## config.mk

```make
export PLATFORM = sky130hd
export DESIGN_NAME = mbpwm_top
export DESIGN_NICKNAME = d
export VERILOG_FILES = /design/src/design/mbpwm_pkg.sv /design/src/design/mbpwm_cmp_if.sv /design/src/design/mbpwm_top.sv /design/src/design/mbpwm_match_bank.sv
export VERILOG_INCLUDE_DIRS = /design/src /design/src/design
export SDC_FILE = /design/constraint.sdc
export NUM_CORES = 2
export LEC_CHECK = 0
export ABC_AREA = 1
export BUFFER_PORTS_ARGS = -buffer_cell sky130_fd_sc_hd__buf_4
export CAP_MARGIN = 10
export CORE_ASPECT_RATIO = 1.4
export CORE_MARGIN = 3
export CORE_UTILIZATION = 65
export DETAILED_ROUTE_END_ITERATION = 16
export GPL_TIMING_DRIVEN = 1
export PLACE_DENSITY_LB_ADDON = 0.1
export SETUP_SLACK_MARGIN = 0.02
export SYNTH_ARGS = -nofsm -noshare
export SYNTH_HDL_FRONTEND = slang
export SYNTH_SLANG_ARGS = --single-unit
```

## constraint.sdc

```tcl
create_clock -name clk -period 4 [get_ports clk]
set_clock_uncertainty 0.1 [all_clocks]
set_input_delay 0.6 -clock clk [delete_from_list [all_inputs] [get_ports clk]]
set_output_delay 0.6 -clock clk [all_outputs]
set_load 0.03 [all_outputs]
```

## src/design/mbpwm_consts.svh

```systemverilog
// Purpose: offsets, field positions, reset values and counts of the
//          match based pulse width timer
// Assumes: byte addresses on a 32-bit classic Wishbone bus
// Notes:   every register is one aligned word
`ifndef MBPWM_CONSTS_SVH
`define MBPWM_CONSTS_SVH

`define MBPWM_NUM_MATCH     7
`define MBPWM_NUM_OUT       6

`define MBPWM_ADR_STAT      8'h00
`define MBPWM_ADR_CTRL      8'h04
`define MBPWM_ADR_COUNT     8'h08
`define MBPWM_ADR_PRESCALE  8'h0C
`define MBPWM_ADR_PRECOUNT  8'h10
`define MBPWM_ADR_MATCHCTL  8'h14
`define MBPWM_ADR_MATCH0    8'h18
`define MBPWM_ADR_MATCH1    8'h1C
`define MBPWM_ADR_MATCH2    8'h20
`define MBPWM_ADR_MATCH3    8'h24
`define MBPWM_ADR_MATCH4    8'h28
`define MBPWM_ADR_MATCH5    8'h2C
`define MBPWM_ADR_MATCH6    8'h30
`define MBPWM_ADR_OUTCTL    8'h34
`define MBPWM_ADR_RELEASE   8'h38
`define MBPWM_ADR_MASK      8'h3C
`define MBPWM_ADR_OUTSTATE  8'h40

`define MBPWM_CTRL_EN       0
`define MBPWM_CTRL_RST      1
`define MBPWM_CTRL_PWM      3

`define MBPWM_MCTL_RST      0
`define MBPWM_MCTL_STOP     1
`define MBPWM_MCTL_STRIDE   2
`define MBPWM_MCTL_W        14

`define MBPWM_OCTL_DBL      0
`define MBPWM_OCTL_ENA      8

`define MBPWM_RST_WORD      32'h0000_0000
`define MBPWM_RST_FLAGS     7'h00
`define MBPWM_RST_OUTS      6'h00
`define MBPWM_RST_MCTL      14'h0000

`endif

```

## src/design/mbpwm_pkg.sv

```systemverilog
// Purpose: shared types of the match based pulse width timer
// Assumes: seven match registers of one word each
// Notes:   constants live in mbpwm_consts.svh
package mbpwm_pkg;

	typedef logic [31:0]      mbpwm_word_t;
	typedef logic [6:0][31:0] mbpwm_mr_t;
	typedef logic [6:0]       mbpwm_flags_t;
	typedef logic [5:0]       mbpwm_outs_t;

endpackage

```

## src/design/mbpwm_cmp_if.sv

```systemverilog
// Purpose: carries count, tick and match values to the comparator bank
// Assumes: one clock domain
// Notes:   hit is combinational from the bank
`timescale 1ns/1ps
interface mbpwm_cmp_if;
	import mbpwm_pkg::*;

	logic         tick;
	mbpwm_word_t  count;
	mbpwm_mr_t    mr;
	mbpwm_flags_t hit;

	modport ctrl (output tick, output count, output mr, input hit);
	modport cmp  (input tick, input count, input mr, output hit);

endinterface

```

## src/design/mbpwm_top.sv

```systemverilog
// Purpose: match based pulse width timer with Wishbone register access
// Assumes: clk is the peripheral clock; inputs are synchronous to clk
// Notes:   match values are shadowed and released in modulation mode
//
// Notes on behaviour
// 32-bit counter fed by 32-bit prescaler
// seven match registers compared against the count
// period match clears counter, sets period
// single-edge output rises at period match
// single-edge value zero keeps output low
// double-edge output: one rise, one fall match
// six single, three double, or mixed
// match may let counter run, interrupt optional
// match may halt counter, interrupt optional
// match may clear counter, interrupt optional
// any tick counts; all outputs share rate
// new match values apply at period start
// software releases values; old ones stay meanwhile
// without modulation mode, plain match timer
// matches act on the tick count equals
`timescale 1ns/1ps
`include "mbpwm_consts.svh"
module mbpwm_top
	import mbpwm_pkg::*;
(
	input  wire logic        clk,
	input  wire logic        rst_n,
	input  wire logic        wb_cyc_i,
	input  wire logic        wb_stb_i,
	input  wire logic        wb_we_i,
	input  wire logic [7:0]  wb_adr_i,
	input  wire logic [3:0]  wb_sel_i,
	input  wire logic [31:0] wb_dat_i,
	output logic      [31:0] wb_dat_o,
	output logic             wb_ack_o,
	output logic             irq_o,
	output logic      [5:0]  pwm_o
);

	mbpwm_cmp_if cmp ();

	logic         ack_reg;
	mbpwm_word_t  dat_reg;
	logic         irq_reg;
	mbpwm_outs_t  pwm_reg;
	mbpwm_outs_t  pwm_next;

	logic         cnt_en_reg;
	logic         cnt_rst_reg;
	logic         pwm_mode_reg;
	mbpwm_word_t  count_reg;
	mbpwm_word_t  prescale_reg;
	mbpwm_word_t  precount_reg;
	logic [13:0]  mctl_reg;
	mbpwm_outs_t  dbl_reg;
	mbpwm_outs_t  out_en_reg;
	mbpwm_mr_t    shadow_reg;
	mbpwm_mr_t    active_reg;
	mbpwm_flags_t release_reg;
	mbpwm_flags_t release_next;
	mbpwm_flags_t stat_reg;
	mbpwm_flags_t stat_next;
	mbpwm_flags_t mask_reg;

	logic         req;
	logic         wr;
	logic         rd;
	logic         tick;
	mbpwm_flags_t hit;
	mbpwm_flags_t rst_sel;
	mbpwm_flags_t stop_sel;
	logic         rst_hit;
	logic         stop_hit;
	logic         xfer;
	mbpwm_flags_t mr_wr;
	mbpwm_word_t  rd_data;

	// byte lane merge of a write into a stored word
	function automatic mbpwm_word_t lane_merge(
		input mbpwm_word_t old_w,
		input mbpwm_word_t new_w,
		input logic [3:0]  sel
	);
		mbpwm_word_t res;
		res = old_w;
		for (int b = 0; b < 4; b++) begin
			if (sel[b]) begin
				res[b*8 +: 8] = new_w[b*8 +: 8];
			end
		end
		return res;
	endfunction

	// write strobe for one register address
	function automatic logic wr_at(
		input logic       wr_s,
		input logic [7:0] adr,
		input logic [7:0] target
	);
		return wr_s && (adr == target);
	endfunction

	assign req = wb_cyc_i && wb_stb_i && !ack_reg;
	assign wr  = req && wb_we_i;
	assign rd  = req && !wb_we_i;

	// prescaler wrap gives one counter tick
	assign tick = cnt_en_reg && !cnt_rst_reg
		&& (precount_reg == prescale_reg);

	assign cmp.tick  = tick;
	assign cmp.count = count_reg;
	assign cmp.mr    = active_reg;
	assign hit       = cmp.hit;

	mbpwm_match_bank i_mbpwm_match_bank (
		.bus (cmp.cmp)
	);

	genvar g;
	generate
		for (g = 0; g < `MBPWM_NUM_MATCH; g++) begin : g_sel
			assign rst_sel[g]  = mctl_reg[g*`MBPWM_MCTL_STRIDE
				+ `MBPWM_MCTL_RST];
			assign stop_sel[g] = mctl_reg[g*`MBPWM_MCTL_STRIDE
				+ `MBPWM_MCTL_STOP];
			assign mr_wr[g]    = wr_at(wr, wb_adr_i,
				8'(`MBPWM_ADR_MATCH0 + 4*g));
		end
	endgenerate

	// period match always clears the count in modulation mode
	assign rst_hit  = (|(hit & rst_sel))
		|| (pwm_mode_reg && hit[0]);
	assign stop_hit = |(hit & stop_sel);

	// shadow transfer only at period start, or while held in reset
	assign xfer = pwm_mode_reg
		&& ((tick && hit[0]) || cnt_rst_reg);

	// bus handshake: answer one cycle after the request
	always_ff @(posedge clk or negedge rst_n) begin
		if (!rst_n) begin
			ack_reg <= 1'b0;
		end else begin
			ack_reg <= req;
		end
	end

	always_ff @(posedge clk or negedge rst_n) begin
		if (!rst_n) begin
			dat_reg <= `MBPWM_RST_WORD;
		end else if (rd) begin
			dat_reg <= rd_data;
		end
	end

	// read multiplexer, unmapped addresses read zero
	always_comb begin
		rd_data = `MBPWM_RST_WORD;
		unique case (wb_adr_i)
			`MBPWM_ADR_STAT:     rd_data = 32'(stat_reg);
			`MBPWM_ADR_CTRL: begin
				rd_data[`MBPWM_CTRL_EN]  = cnt_en_reg;
				rd_data[`MBPWM_CTRL_RST] = cnt_rst_reg;
				rd_data[`MBPWM_CTRL_PWM] = pwm_mode_reg;
			end
			`MBPWM_ADR_COUNT:    rd_data = count_reg;
			`MBPWM_ADR_PRESCALE: rd_data = prescale_reg;
			`MBPWM_ADR_PRECOUNT: rd_data = precount_reg;
			`MBPWM_ADR_MATCHCTL: rd_data = 32'(mctl_reg);
			`MBPWM_ADR_OUTCTL: begin
				rd_data[`MBPWM_OCTL_DBL +: 6] = dbl_reg;
				rd_data[`MBPWM_OCTL_ENA +: 6] = out_en_reg;
			end
			`MBPWM_ADR_RELEASE:  rd_data = 32'(release_reg);
			`MBPWM_ADR_MASK:     rd_data = 32'(mask_reg);
			`MBPWM_ADR_OUTSTATE: rd_data = 32'(pwm_reg);
			default: begin
				for (int m = 0; m < `MBPWM_NUM_MATCH; m++) begin
					if (wb_adr_i == 8'(`MBPWM_ADR_MATCH0 + 4*m)) begin
						rd_data = shadow_reg[m];
					end
				end
			end
		endcase
	end

	// control word: enable, hold in reset, modulation mode
	always_ff @(posedge clk or negedge rst_n) begin
		if (!rst_n) begin
			cnt_en_reg   <= 1'b0;
			cnt_rst_reg  <= 1'b0;
			pwm_mode_reg <= 1'b0;
		end else if (wr_at(wr, wb_adr_i, `MBPWM_ADR_CTRL) && wb_sel_i[0]) begin
			cnt_en_reg   <= wb_dat_i[`MBPWM_CTRL_EN];
			cnt_rst_reg  <= wb_dat_i[`MBPWM_CTRL_RST];
			pwm_mode_reg <= wb_dat_i[`MBPWM_CTRL_PWM];
		end else if (stop_hit) begin
			cnt_en_reg   <= 1'b0;
		end
	end

	// prescale counter
	always_ff @(posedge clk or negedge rst_n) begin
		if (!rst_n) begin
			precount_reg <= `MBPWM_RST_WORD;
		end else if (cnt_rst_reg
			|| wr_at(wr, wb_adr_i, `MBPWM_ADR_PRESCALE)) begin
			precount_reg <= `MBPWM_RST_WORD;
		end else if (cnt_en_reg) begin
			if (precount_reg == prescale_reg) begin
				precount_reg <= `MBPWM_RST_WORD;
			end else begin
				precount_reg <= precount_reg + 32'h0000_0001;
			end
		end
	end

	always_ff @(posedge clk or negedge rst_n) begin
		if (!rst_n) begin
			prescale_reg <= `MBPWM_RST_WORD;
		end else if (wr_at(wr, wb_adr_i, `MBPWM_ADR_PRESCALE)) begin
			prescale_reg <= lane_merge(prescale_reg, wb_dat_i, wb_sel_i);
		end
	end

	// main counter; a clearing match wins over the increment
	always_ff @(posedge clk or negedge rst_n) begin
		if (!rst_n) begin
			count_reg <= `MBPWM_RST_WORD;
		end else if (wr_at(wr, wb_adr_i, `MBPWM_ADR_COUNT)) begin
			count_reg <= lane_merge(count_reg, wb_dat_i, wb_sel_i);
		end else if (cnt_rst_reg) begin
			count_reg <= `MBPWM_RST_WORD;
		end else if (tick) begin
			if (rst_hit) begin
				count_reg <= `MBPWM_RST_WORD;
			end else begin
				count_reg <= count_reg + 32'h0000_0001;
			end
		end
	end

	always_ff @(posedge clk or negedge rst_n) begin
		if (!rst_n) begin
			mctl_reg <= `MBPWM_RST_MCTL;
		end else if (wr_at(wr, wb_adr_i, `MBPWM_ADR_MATCHCTL)) begin
			mctl_reg <= 14'(lane_merge(32'(mctl_reg), wb_dat_i, wb_sel_i));
		end
	end

	always_ff @(posedge clk or negedge rst_n) begin
		if (!rst_n) begin
			dbl_reg    <= `MBPWM_RST_OUTS;
			out_en_reg <= `MBPWM_RST_OUTS;
		end else if (wr_at(wr, wb_adr_i, `MBPWM_ADR_OUTCTL)) begin
			if (wb_sel_i[0]) begin
				dbl_reg <= wb_dat_i[`MBPWM_OCTL_DBL +: 6] & 6'h3E;
			end
			if (wb_sel_i[1]) begin
				out_en_reg <= wb_dat_i[`MBPWM_OCTL_ENA +: 6];
			end
		end
	end

	// shadow holds written values; active is what the bank compares
	always_ff @(posedge clk or negedge rst_n) begin
		if (!rst_n) begin
			shadow_reg <= '0;
		end else begin
			for (int m = 0; m < `MBPWM_NUM_MATCH; m++) begin
				if (mr_wr[m]) begin
					shadow_reg[m] <= lane_merge(shadow_reg[m], wb_dat_i,
						wb_sel_i);
				end
			end
		end
	end

	always_ff @(posedge clk or negedge rst_n) begin
		if (!rst_n) begin
			active_reg <= '0;
		end else begin
			for (int m = 0; m < `MBPWM_NUM_MATCH; m++) begin
				if (!pwm_mode_reg && mr_wr[m]) begin
					active_reg[m] <= lane_merge(shadow_reg[m], wb_dat_i,
						wb_sel_i);
				end else if (xfer && release_reg[m]) begin
					active_reg[m] <= shadow_reg[m];
				end
			end
		end
	end

	// release bits: a new release beats the clear of a transfer
	always_comb begin
		release_next = release_reg;
		if (xfer) begin
			release_next = `MBPWM_RST_FLAGS;
		end
		if (wr_at(wr, wb_adr_i, `MBPWM_ADR_RELEASE) && wb_sel_i[0]) begin
			release_next = release_next | wb_dat_i[6:0];
		end
	end

	always_ff @(posedge clk or negedge rst_n) begin
		if (!rst_n) begin
			release_reg <= `MBPWM_RST_FLAGS;
		end else begin
			release_reg <= release_next;
		end
	end

	// sticky match flags, write one to clear, a new match wins
	always_comb begin
		stat_next = stat_reg;
		if (wr_at(wr, wb_adr_i, `MBPWM_ADR_STAT) && wb_sel_i[0]) begin
			stat_next = stat_next & ~wb_dat_i[6:0];
		end
		stat_next = stat_next | hit;
	end

	always_ff @(posedge clk or negedge rst_n) begin
		if (!rst_n) begin
			stat_reg <= `MBPWM_RST_FLAGS;
		end else begin
			stat_reg <= stat_next;
		end
	end

	always_ff @(posedge clk or negedge rst_n) begin
		if (!rst_n) begin
			mask_reg <= `MBPWM_RST_FLAGS;
		end else if (wr_at(wr, wb_adr_i, `MBPWM_ADR_MASK) && wb_sel_i[0]) begin
			mask_reg <= wb_dat_i[6:0];
		end
	end

	always_ff @(posedge clk or negedge rst_n) begin
		if (!rst_n) begin
			irq_reg <= 1'b0;
		end else begin
			irq_reg <= |(stat_next & mask_reg);
		end
	end

	// output edges: a fall beats a rise in the same tick
	always_comb begin
		pwm_next = pwm_reg;
		for (int j = 0; j < `MBPWM_NUM_OUT; j++) begin
			if (dbl_reg[j]) begin
				if (hit[j]) begin
					pwm_next[j] = 1'b1;
				end
			end else if (hit[0] && (active_reg[j+1] != '0)) begin
				pwm_next[j] = 1'b1;
			end
			if (hit[j+1]) begin
				pwm_next[j] = 1'b0;
			end
			if (!pwm_mode_reg || !out_en_reg[j]) begin
				pwm_next[j] = 1'b0;
			end
		end
	end

	always_ff @(posedge clk or negedge rst_n) begin
		if (!rst_n) begin
			pwm_reg <= `MBPWM_RST_OUTS;
		end else begin
			pwm_reg <= pwm_next;
		end
	end

	assign wb_ack_o = ack_reg;
	assign wb_dat_o = dat_reg;
	assign irq_o    = irq_reg;
	assign pwm_o    = pwm_reg;

endmodule

```

## src/design/mbpwm_match_bank.sv

```systemverilog
// Purpose: compares the count against the seven active match values
// Assumes: tick marks the counter tick being evaluated
// Notes:   one hit bit for each match register
`timescale 1ns/1ps
`include "mbpwm_consts.svh"
module mbpwm_match_bank
	import mbpwm_pkg::*;
(
	mbpwm_cmp_if.cmp bus
);

	genvar i;
	generate
		for (i = 0; i < `MBPWM_NUM_MATCH; i++) begin : g_cmp
			assign bus.hit[i] = bus.tick && (bus.count == bus.mr[i]);
		end
	endgenerate

endmodule

```

After elaboration in Yosys (flattened, before gate mapping)

Index checks and enable logic that the tools add are counted.

Bits in registers: 633
Memory bits (writable): 0
Memories: 0
Memory bits (read-only): 0
Input bits: 49
Latch bits: 0
Output and inout port bits: 40
Logic and storage cells: 304

Muxes and demuxes: 100
Reductions and logical operators: 120
Eq/ne operators: 33
Divide/modulo/power cells: 0
Multipliers: 0
Bitwise gates (word level): 7
Shift-type cells: 0
$add $sub $neg: 2
Magnitude comparators: 0

Operators by type and width:

| kind                                                                  | number |
|---|---|
| 32-bit 2-to-1 mux                                                     | 28 |
| 32-bit equality test                                                  | 8 |
| 8-bit 2-to-1 mux                                                      | 32 |
| 32-bit nonzero test                                                   | 6 |
| 18-bit one-hot mux with 4 select lines                                | 1 |
| 32-bit by 1-bit adder with 32-bit output, second input constant       | 2 |
| 8-bit by 6-bit equality test with 1-bit output, second input constant | 8 |
| 1-bit logical AND                                                     | 55 |
| 2-bit one-hot mux with 10 select lines                                | 2 |
| 6-bit one-hot mux with 6 select lines                                 | 1 |
| 2-bit AND reduction                                                   | 17 |
| 8-bit by 5-bit equality test with 1-bit output, second input constant | 4 |
| 1-bit 2-to-1 mux                                                      | 30 |
| 7-bit bitwise AND                                                     | 4 |
| 7-bit OR reduction                                                    | 4 |
| 7-bit 2-to-1 mux                                                      | 3 |
| 4-bit by 1-bit != test with 1-bit output, second input constant       | 5 |
| 1-bit one-hot mux with 10 select lines                                | 2 |
| 4-bit nonzero test                                                    | 5 |
| 2-bit nonzero test                                                    | 9 |
| 8-bit by 4-bit equality test with 1-bit output, second input constant | 2 |
| 2-bit one-hot mux with 8 select lines                                 | 1 |
| 7-bit bitwise OR                                                      | 2 |
| 1-bit zero test                                                       | 10 |
| 9 further kinds                                                       | 21 |

Depth between registers and ports, before layout

Depth in word-level cells: 11
Gate-level depth with buffers: 18
Depth with buffers taken out: 17

By module

Synthesis repeated with hierarchy kept, for this count alone.

Cells, all modules: 5,418
Area, all modules: 37,307.0 µm²

By module, submodules not included:

| module           | cells an instance | seq. area each (µm²) | instances | area each (µm²) |
|---|---|---|---|---|
| mbpwm_top        | 4,555             | 15,840.2             | 1         | 33,549.7 |
| mbpwm_match_bank | 863               | 0.0                  | 1         | 3,757.4 |

Least setup slack after synthesis

Ideal clock, no wire load.

Path type: input -> register
Start point: input wb_adr_i[6]
End point: register active_reg[67] (netlist bit)
Stages on the path: 13
Slack: 1.620 ns
Path buffers: 1
Data required time: 3.770 ns
Setup time: 0.130 ns
Data arrival time: 2.150 ns
Path through: inv_1 > nand2_1 > nor3_2 > inv_2 > nor2_1 > inv_1 > nor2_2 > inv_2 > nor2_2 > inv_2 > buf_2 > o211ai_1 > o21ai_0

Cells in the longest elaborated chain, start to end: 4
Elaborated cells on any way between the ends: 5
Those cells by class: eq/ne (1); mux (1); reduce/logical (3)

RTL lines:

| item                                                    | line             | source |
|---|---|---|
| from (decl)                                             | mbpwm_top.sv:31  | `input wire logic [7:0] wb_adr_i,` |
| 8-bit by 6-bit equality test with 1-bit output (*)      | mbpwm_top.sv:100 | `return wr_s && (adr == target);` |
| 1-bit logical AND (*)                                   | mbpwm_top.sv:100 |  |
| 1-bit logical AND (*)                                   | mbpwm_top.sv:286 | `if (!pwm_mode_reg && mr_wr[m]) begin` |
| 32-bit 2-to-1 mux or 2-bit nonzero test (tied branches) | n/a              |  |
| to (signal, indexed assignment)                         | mbpwm_top.sv:287 | `active_reg[m] <= lane_merge(shadow_reg[m], wb_dat_i,` |
| to (signal, indexed assignment)                         | mbpwm_top.sv:290 | `active_reg[m] <= shadow_reg[m];` |
| to (decl)                                               | mbpwm_top.sv:58  | `mbpwm_mr_t active_reg;` |

Every way passes the cells marked *; elsewhere a longest branch is shown, timed or not.
A chain may end at the register's enable or synchronous reset.

Worst setup path in the final report

Start point: register count_reg[15] (netlist: cmp.count[15])
End point: register count_reg[28] (netlist: cmp.count[28])

Cells in the longest elaborated chain, start to end: 9
Elaborated cells on any way between the ends: 23
Those cells by class: add/sub (1); eq/ne (7); mux (4); bitwise (1); reduce/logical (10)

RTL lines:

| item                                                                                             | line             | source |
|---|---|---|
| from (decl)                                                                                      | mbpwm_top.sv:51  | `mbpwm_word_t count_reg;` |
| from (signal assigned)                                                                           | mbpwm_top.sv:231 | `` count_reg <= `MBPWM_RST_WORD; `` |
| from (signal assigned)                                                                           | mbpwm_top.sv:233 | `count_reg <= lane_merge(count_reg, wb_dat_i, wb_sel_i);` |
| from (signal assigned)                                                                           | mbpwm_top.sv:235 | `` count_reg <= `MBPWM_RST_WORD; `` |
| parallel branches: the longest is 5 deep, another holds 32-bit by 1-bit adder with 32-bit output | n/a              |  |
| 32-bit 2-to-1 mux (*)                                                                            | mbpwm_top.sv:237 | `if (rst_hit) begin` |
| 32-bit 2-to-1 mux (*)                                                                            | mbpwm_top.sv:236 | `end else if (tick) begin` |
| 32-bit 2-to-1 mux (*)                                                                            | mbpwm_top.sv:234 | `end else if (cnt_rst_reg) begin` |
| 32-bit 2-to-1 mux (*)                                                                            | mbpwm_top.sv:232 | `` end else if (wr_at(wr, wb_adr_i, `MBPWM_ADR_COUNT)) begin `` |

Mark *: on every way between the ends. The select of a mux whose other input is x is not followed.

==> out/metrics.cfg <==
[clocking]
cts_buffers = 66
cts_setup_buffers = 0
cts.clk_slew.worst_paths_ps = 70
ctsResizeCount = 0
htreeDepth = 3
clock_latency_ps = 620
cts_buffer_depth = 3
root_buffer = clkbuf_16
cts_num_sinks = 633
cts_hold_buf = 0
cts_tree = done

[sta]
finalCritPeriodShare_pct = 86.1
relSlewSlack_pct = 13.8
final.setup.tns_ps = 0
slew_viol_final = 0
whs_ps = -0.789
worst_slew_pin_slew_ps = 1280
period_needed_ps = 3440
hold_viol_final = 1
setup_viol_count_final = 0
max_freq_ghz = 0.291
rsz0062_at_grt = false
layout_setup_ws_ps = 558

[setup_path]
startpoint_type = flop
crit_top_cell = nand2_1
critPathSlowestCell = dfrtp_1
crit_type = flop to flop
r2r_cells = 14
crit_chain = clkinv_1 > nand2_1 > nand4_1 > nor3_1 > nand4_1 > nor2_1 > nand3_1 > nand2_1 > nor2_2 > buf_4 > nand3_1 > nand2_1 > nand2_1 > nand2_1
crit_required_ps = 4390
critPathBufInv = 2
endpoint_kind = flop
worstPathMaxFanout = 33
critPathTopFamily = simple AND/OR/NAND/NOR gates
critPathArrivalTime_ps = 3830
cp.depth = 14
max_stage_delay_ps = 550

[pwr]
power_density_nw_per_um2 = 380
leakage_nw = 17.7
vdd_ir_drop_max_mv = 0.351

[global_route]
overflow = 0
grt_max_degree = 106
antenna_found_initial = 5
grtUsageTotal_pct = 43.8
grt_pass1_vias = 32411
grt_pass1_wl_mm = 192

[synth]
syn-num-nets = 4766
synthCells = 4715
synth_area_leaders = dfrtp_1 45%, nand2_1 12%, o21ai_0 11%
ys_ff_latch = 633
synth-edff-count = 0
yosysWarnings = 0
synthesis.area_sq_um = 35400
yosys.area.top_type = dfrtp_1
synth.distinct_cells = 57
async_flop_share_pct = 100
synth_commonest_cells = 1122 x nand2_1, 804 x o21ai_0, 633 x dfrtp_1
synthFlopType = dfrtp_1
synth_most_common_cell = nand2_1
ys_seq_area_share_pct = 44.8
netlist.area_leader.share_pct = 44.8
syn_avg_cell_area_sq_um = 7.50

[finish]
fin_nets = 4807
antenna_cells = 0
syn_to_final_growth_pct = 10.5
final_cells = 5516
drive_above_1_share_pct = 9.00

[floorplan]
core-area_sq_um = 53600
start_util_pct = 66.0
dieWidth_um = 203
rows = 100
die_h_um = 282
io_pins = 89
die_area_sq_um = 57300

[run_status]
status = finished, violations left
violations = hold timing

[placement]
place_ws_ps = 804
dp_hpwl_mm = 93.9
place_inst = 5402
port_buffers = 88
place_congestion = 1.03

[detailed_routing]
routed_wl_mm = 127
via_per_inst = 6.39
ant_nets = 0
wl_per_cell_um = 23.0
drt_first_iter_violations = 4996
drtPass1Iterations = 7
routed-via-count = 35236
drcViolationCount = 0

[min_path]
hold_class = input port to async pin

[job]
drv_cap = 0

report_power, final:
part | total (W) | leakage [nW] | switching (W) | internal, W
Clock | 0.00618 | 1.03 | 0.00266 | 0.00351
Sequential | 0.00684 | 6.39 | 0.000229 | 0.00661
Combinational | 0.00183 | 10.3 | 0.00126 | 0.000563
layer usage:
metal  share of wire (%)  routed length (um)  vias to the layer above  track usage [%]
met2                  44               56300                     2252             67.0
met5               0.046                  58                        -                0
met1                  37               46700                    16678             56.9
li1                    -                   -                    15821                -
met3                  12               15200                      477             10.6
met4                 7.0                8960                        8             26.9
stage by stage:
stage / hold WS, ps / util (%) / power [W] / area [sq um]
2_1_floorplan: 204 / - / 0.00788 / 35400
3_3_place_gp: 370 / 69.1 / 0.00867 / 37000
3_5_place_dp: 374 / 69.1 / 0.00870 / 37000
4_1_cts: 24.4 / 73.0 / 0.0148 / 39100
5_1_grt: 55.0 / 73.0 / 0.0152 / 39100
6_report: -0.789 / 73.0 / 0.0148 / 39100
kinds of logic after synthesis:
kind of cell,after synthesis,share of synthesized area (%)
xor gates and xnor gates,113,2.80
muxes,18,0.573
buffers and inverters,797,9.29
DFF,633,44.8
and+or+nand+nor,1846,22.1
adders and majority gates,2,0.0707
AOI/OAI and AO/OA,1306,20.3
final timing paths:
check	slack [ps]	startpoint	endpoint
worst min-delay path	-0.8	rst_n	wb_dat_o[0]
max in group asynchronous	2740	rst_n	shadow_reg[21]
worst max-delay path	560	cmp.count[15]	cmp.count[28]
worst min register to register	390	wb_dat_o[3]	wb_dat_o[3]
worst max register to register	560	cmp.count[15]	cmp.count[28]
min in group clk	170	wb_cyc_i	wb_ack_o
placed cells by master, fill, tap and decap left out, drive strengths merged, types with 10 or more instances in the layout:
cell        n
nand2    1131
o21ai     828
dfrtp     633
inv       543
nor2      364
a21oi     227
buf       222
nand4     141
nand3     101
clkbuf     98
o22ai      87
xnor2      80
nor4       50
o211ai     42
nor3       42
xor2       33
a22oi      27
mux2       18
a31oi      17
a211oi     17
clkinv     16
o2111ai    15
o221ai     12
a221oi     10
a41oi      10
layout make-up:
cell class	count	area, sq um
multi-input cells	3285	16300
flip-flops and latches	633	15800
fillers	4449	14500
inverters	548	2060
clock buffers	98	1960
repair buffers	222	1910
well taps	714	893
clock inverters	16	145
(Power assumes the default switching activity.)
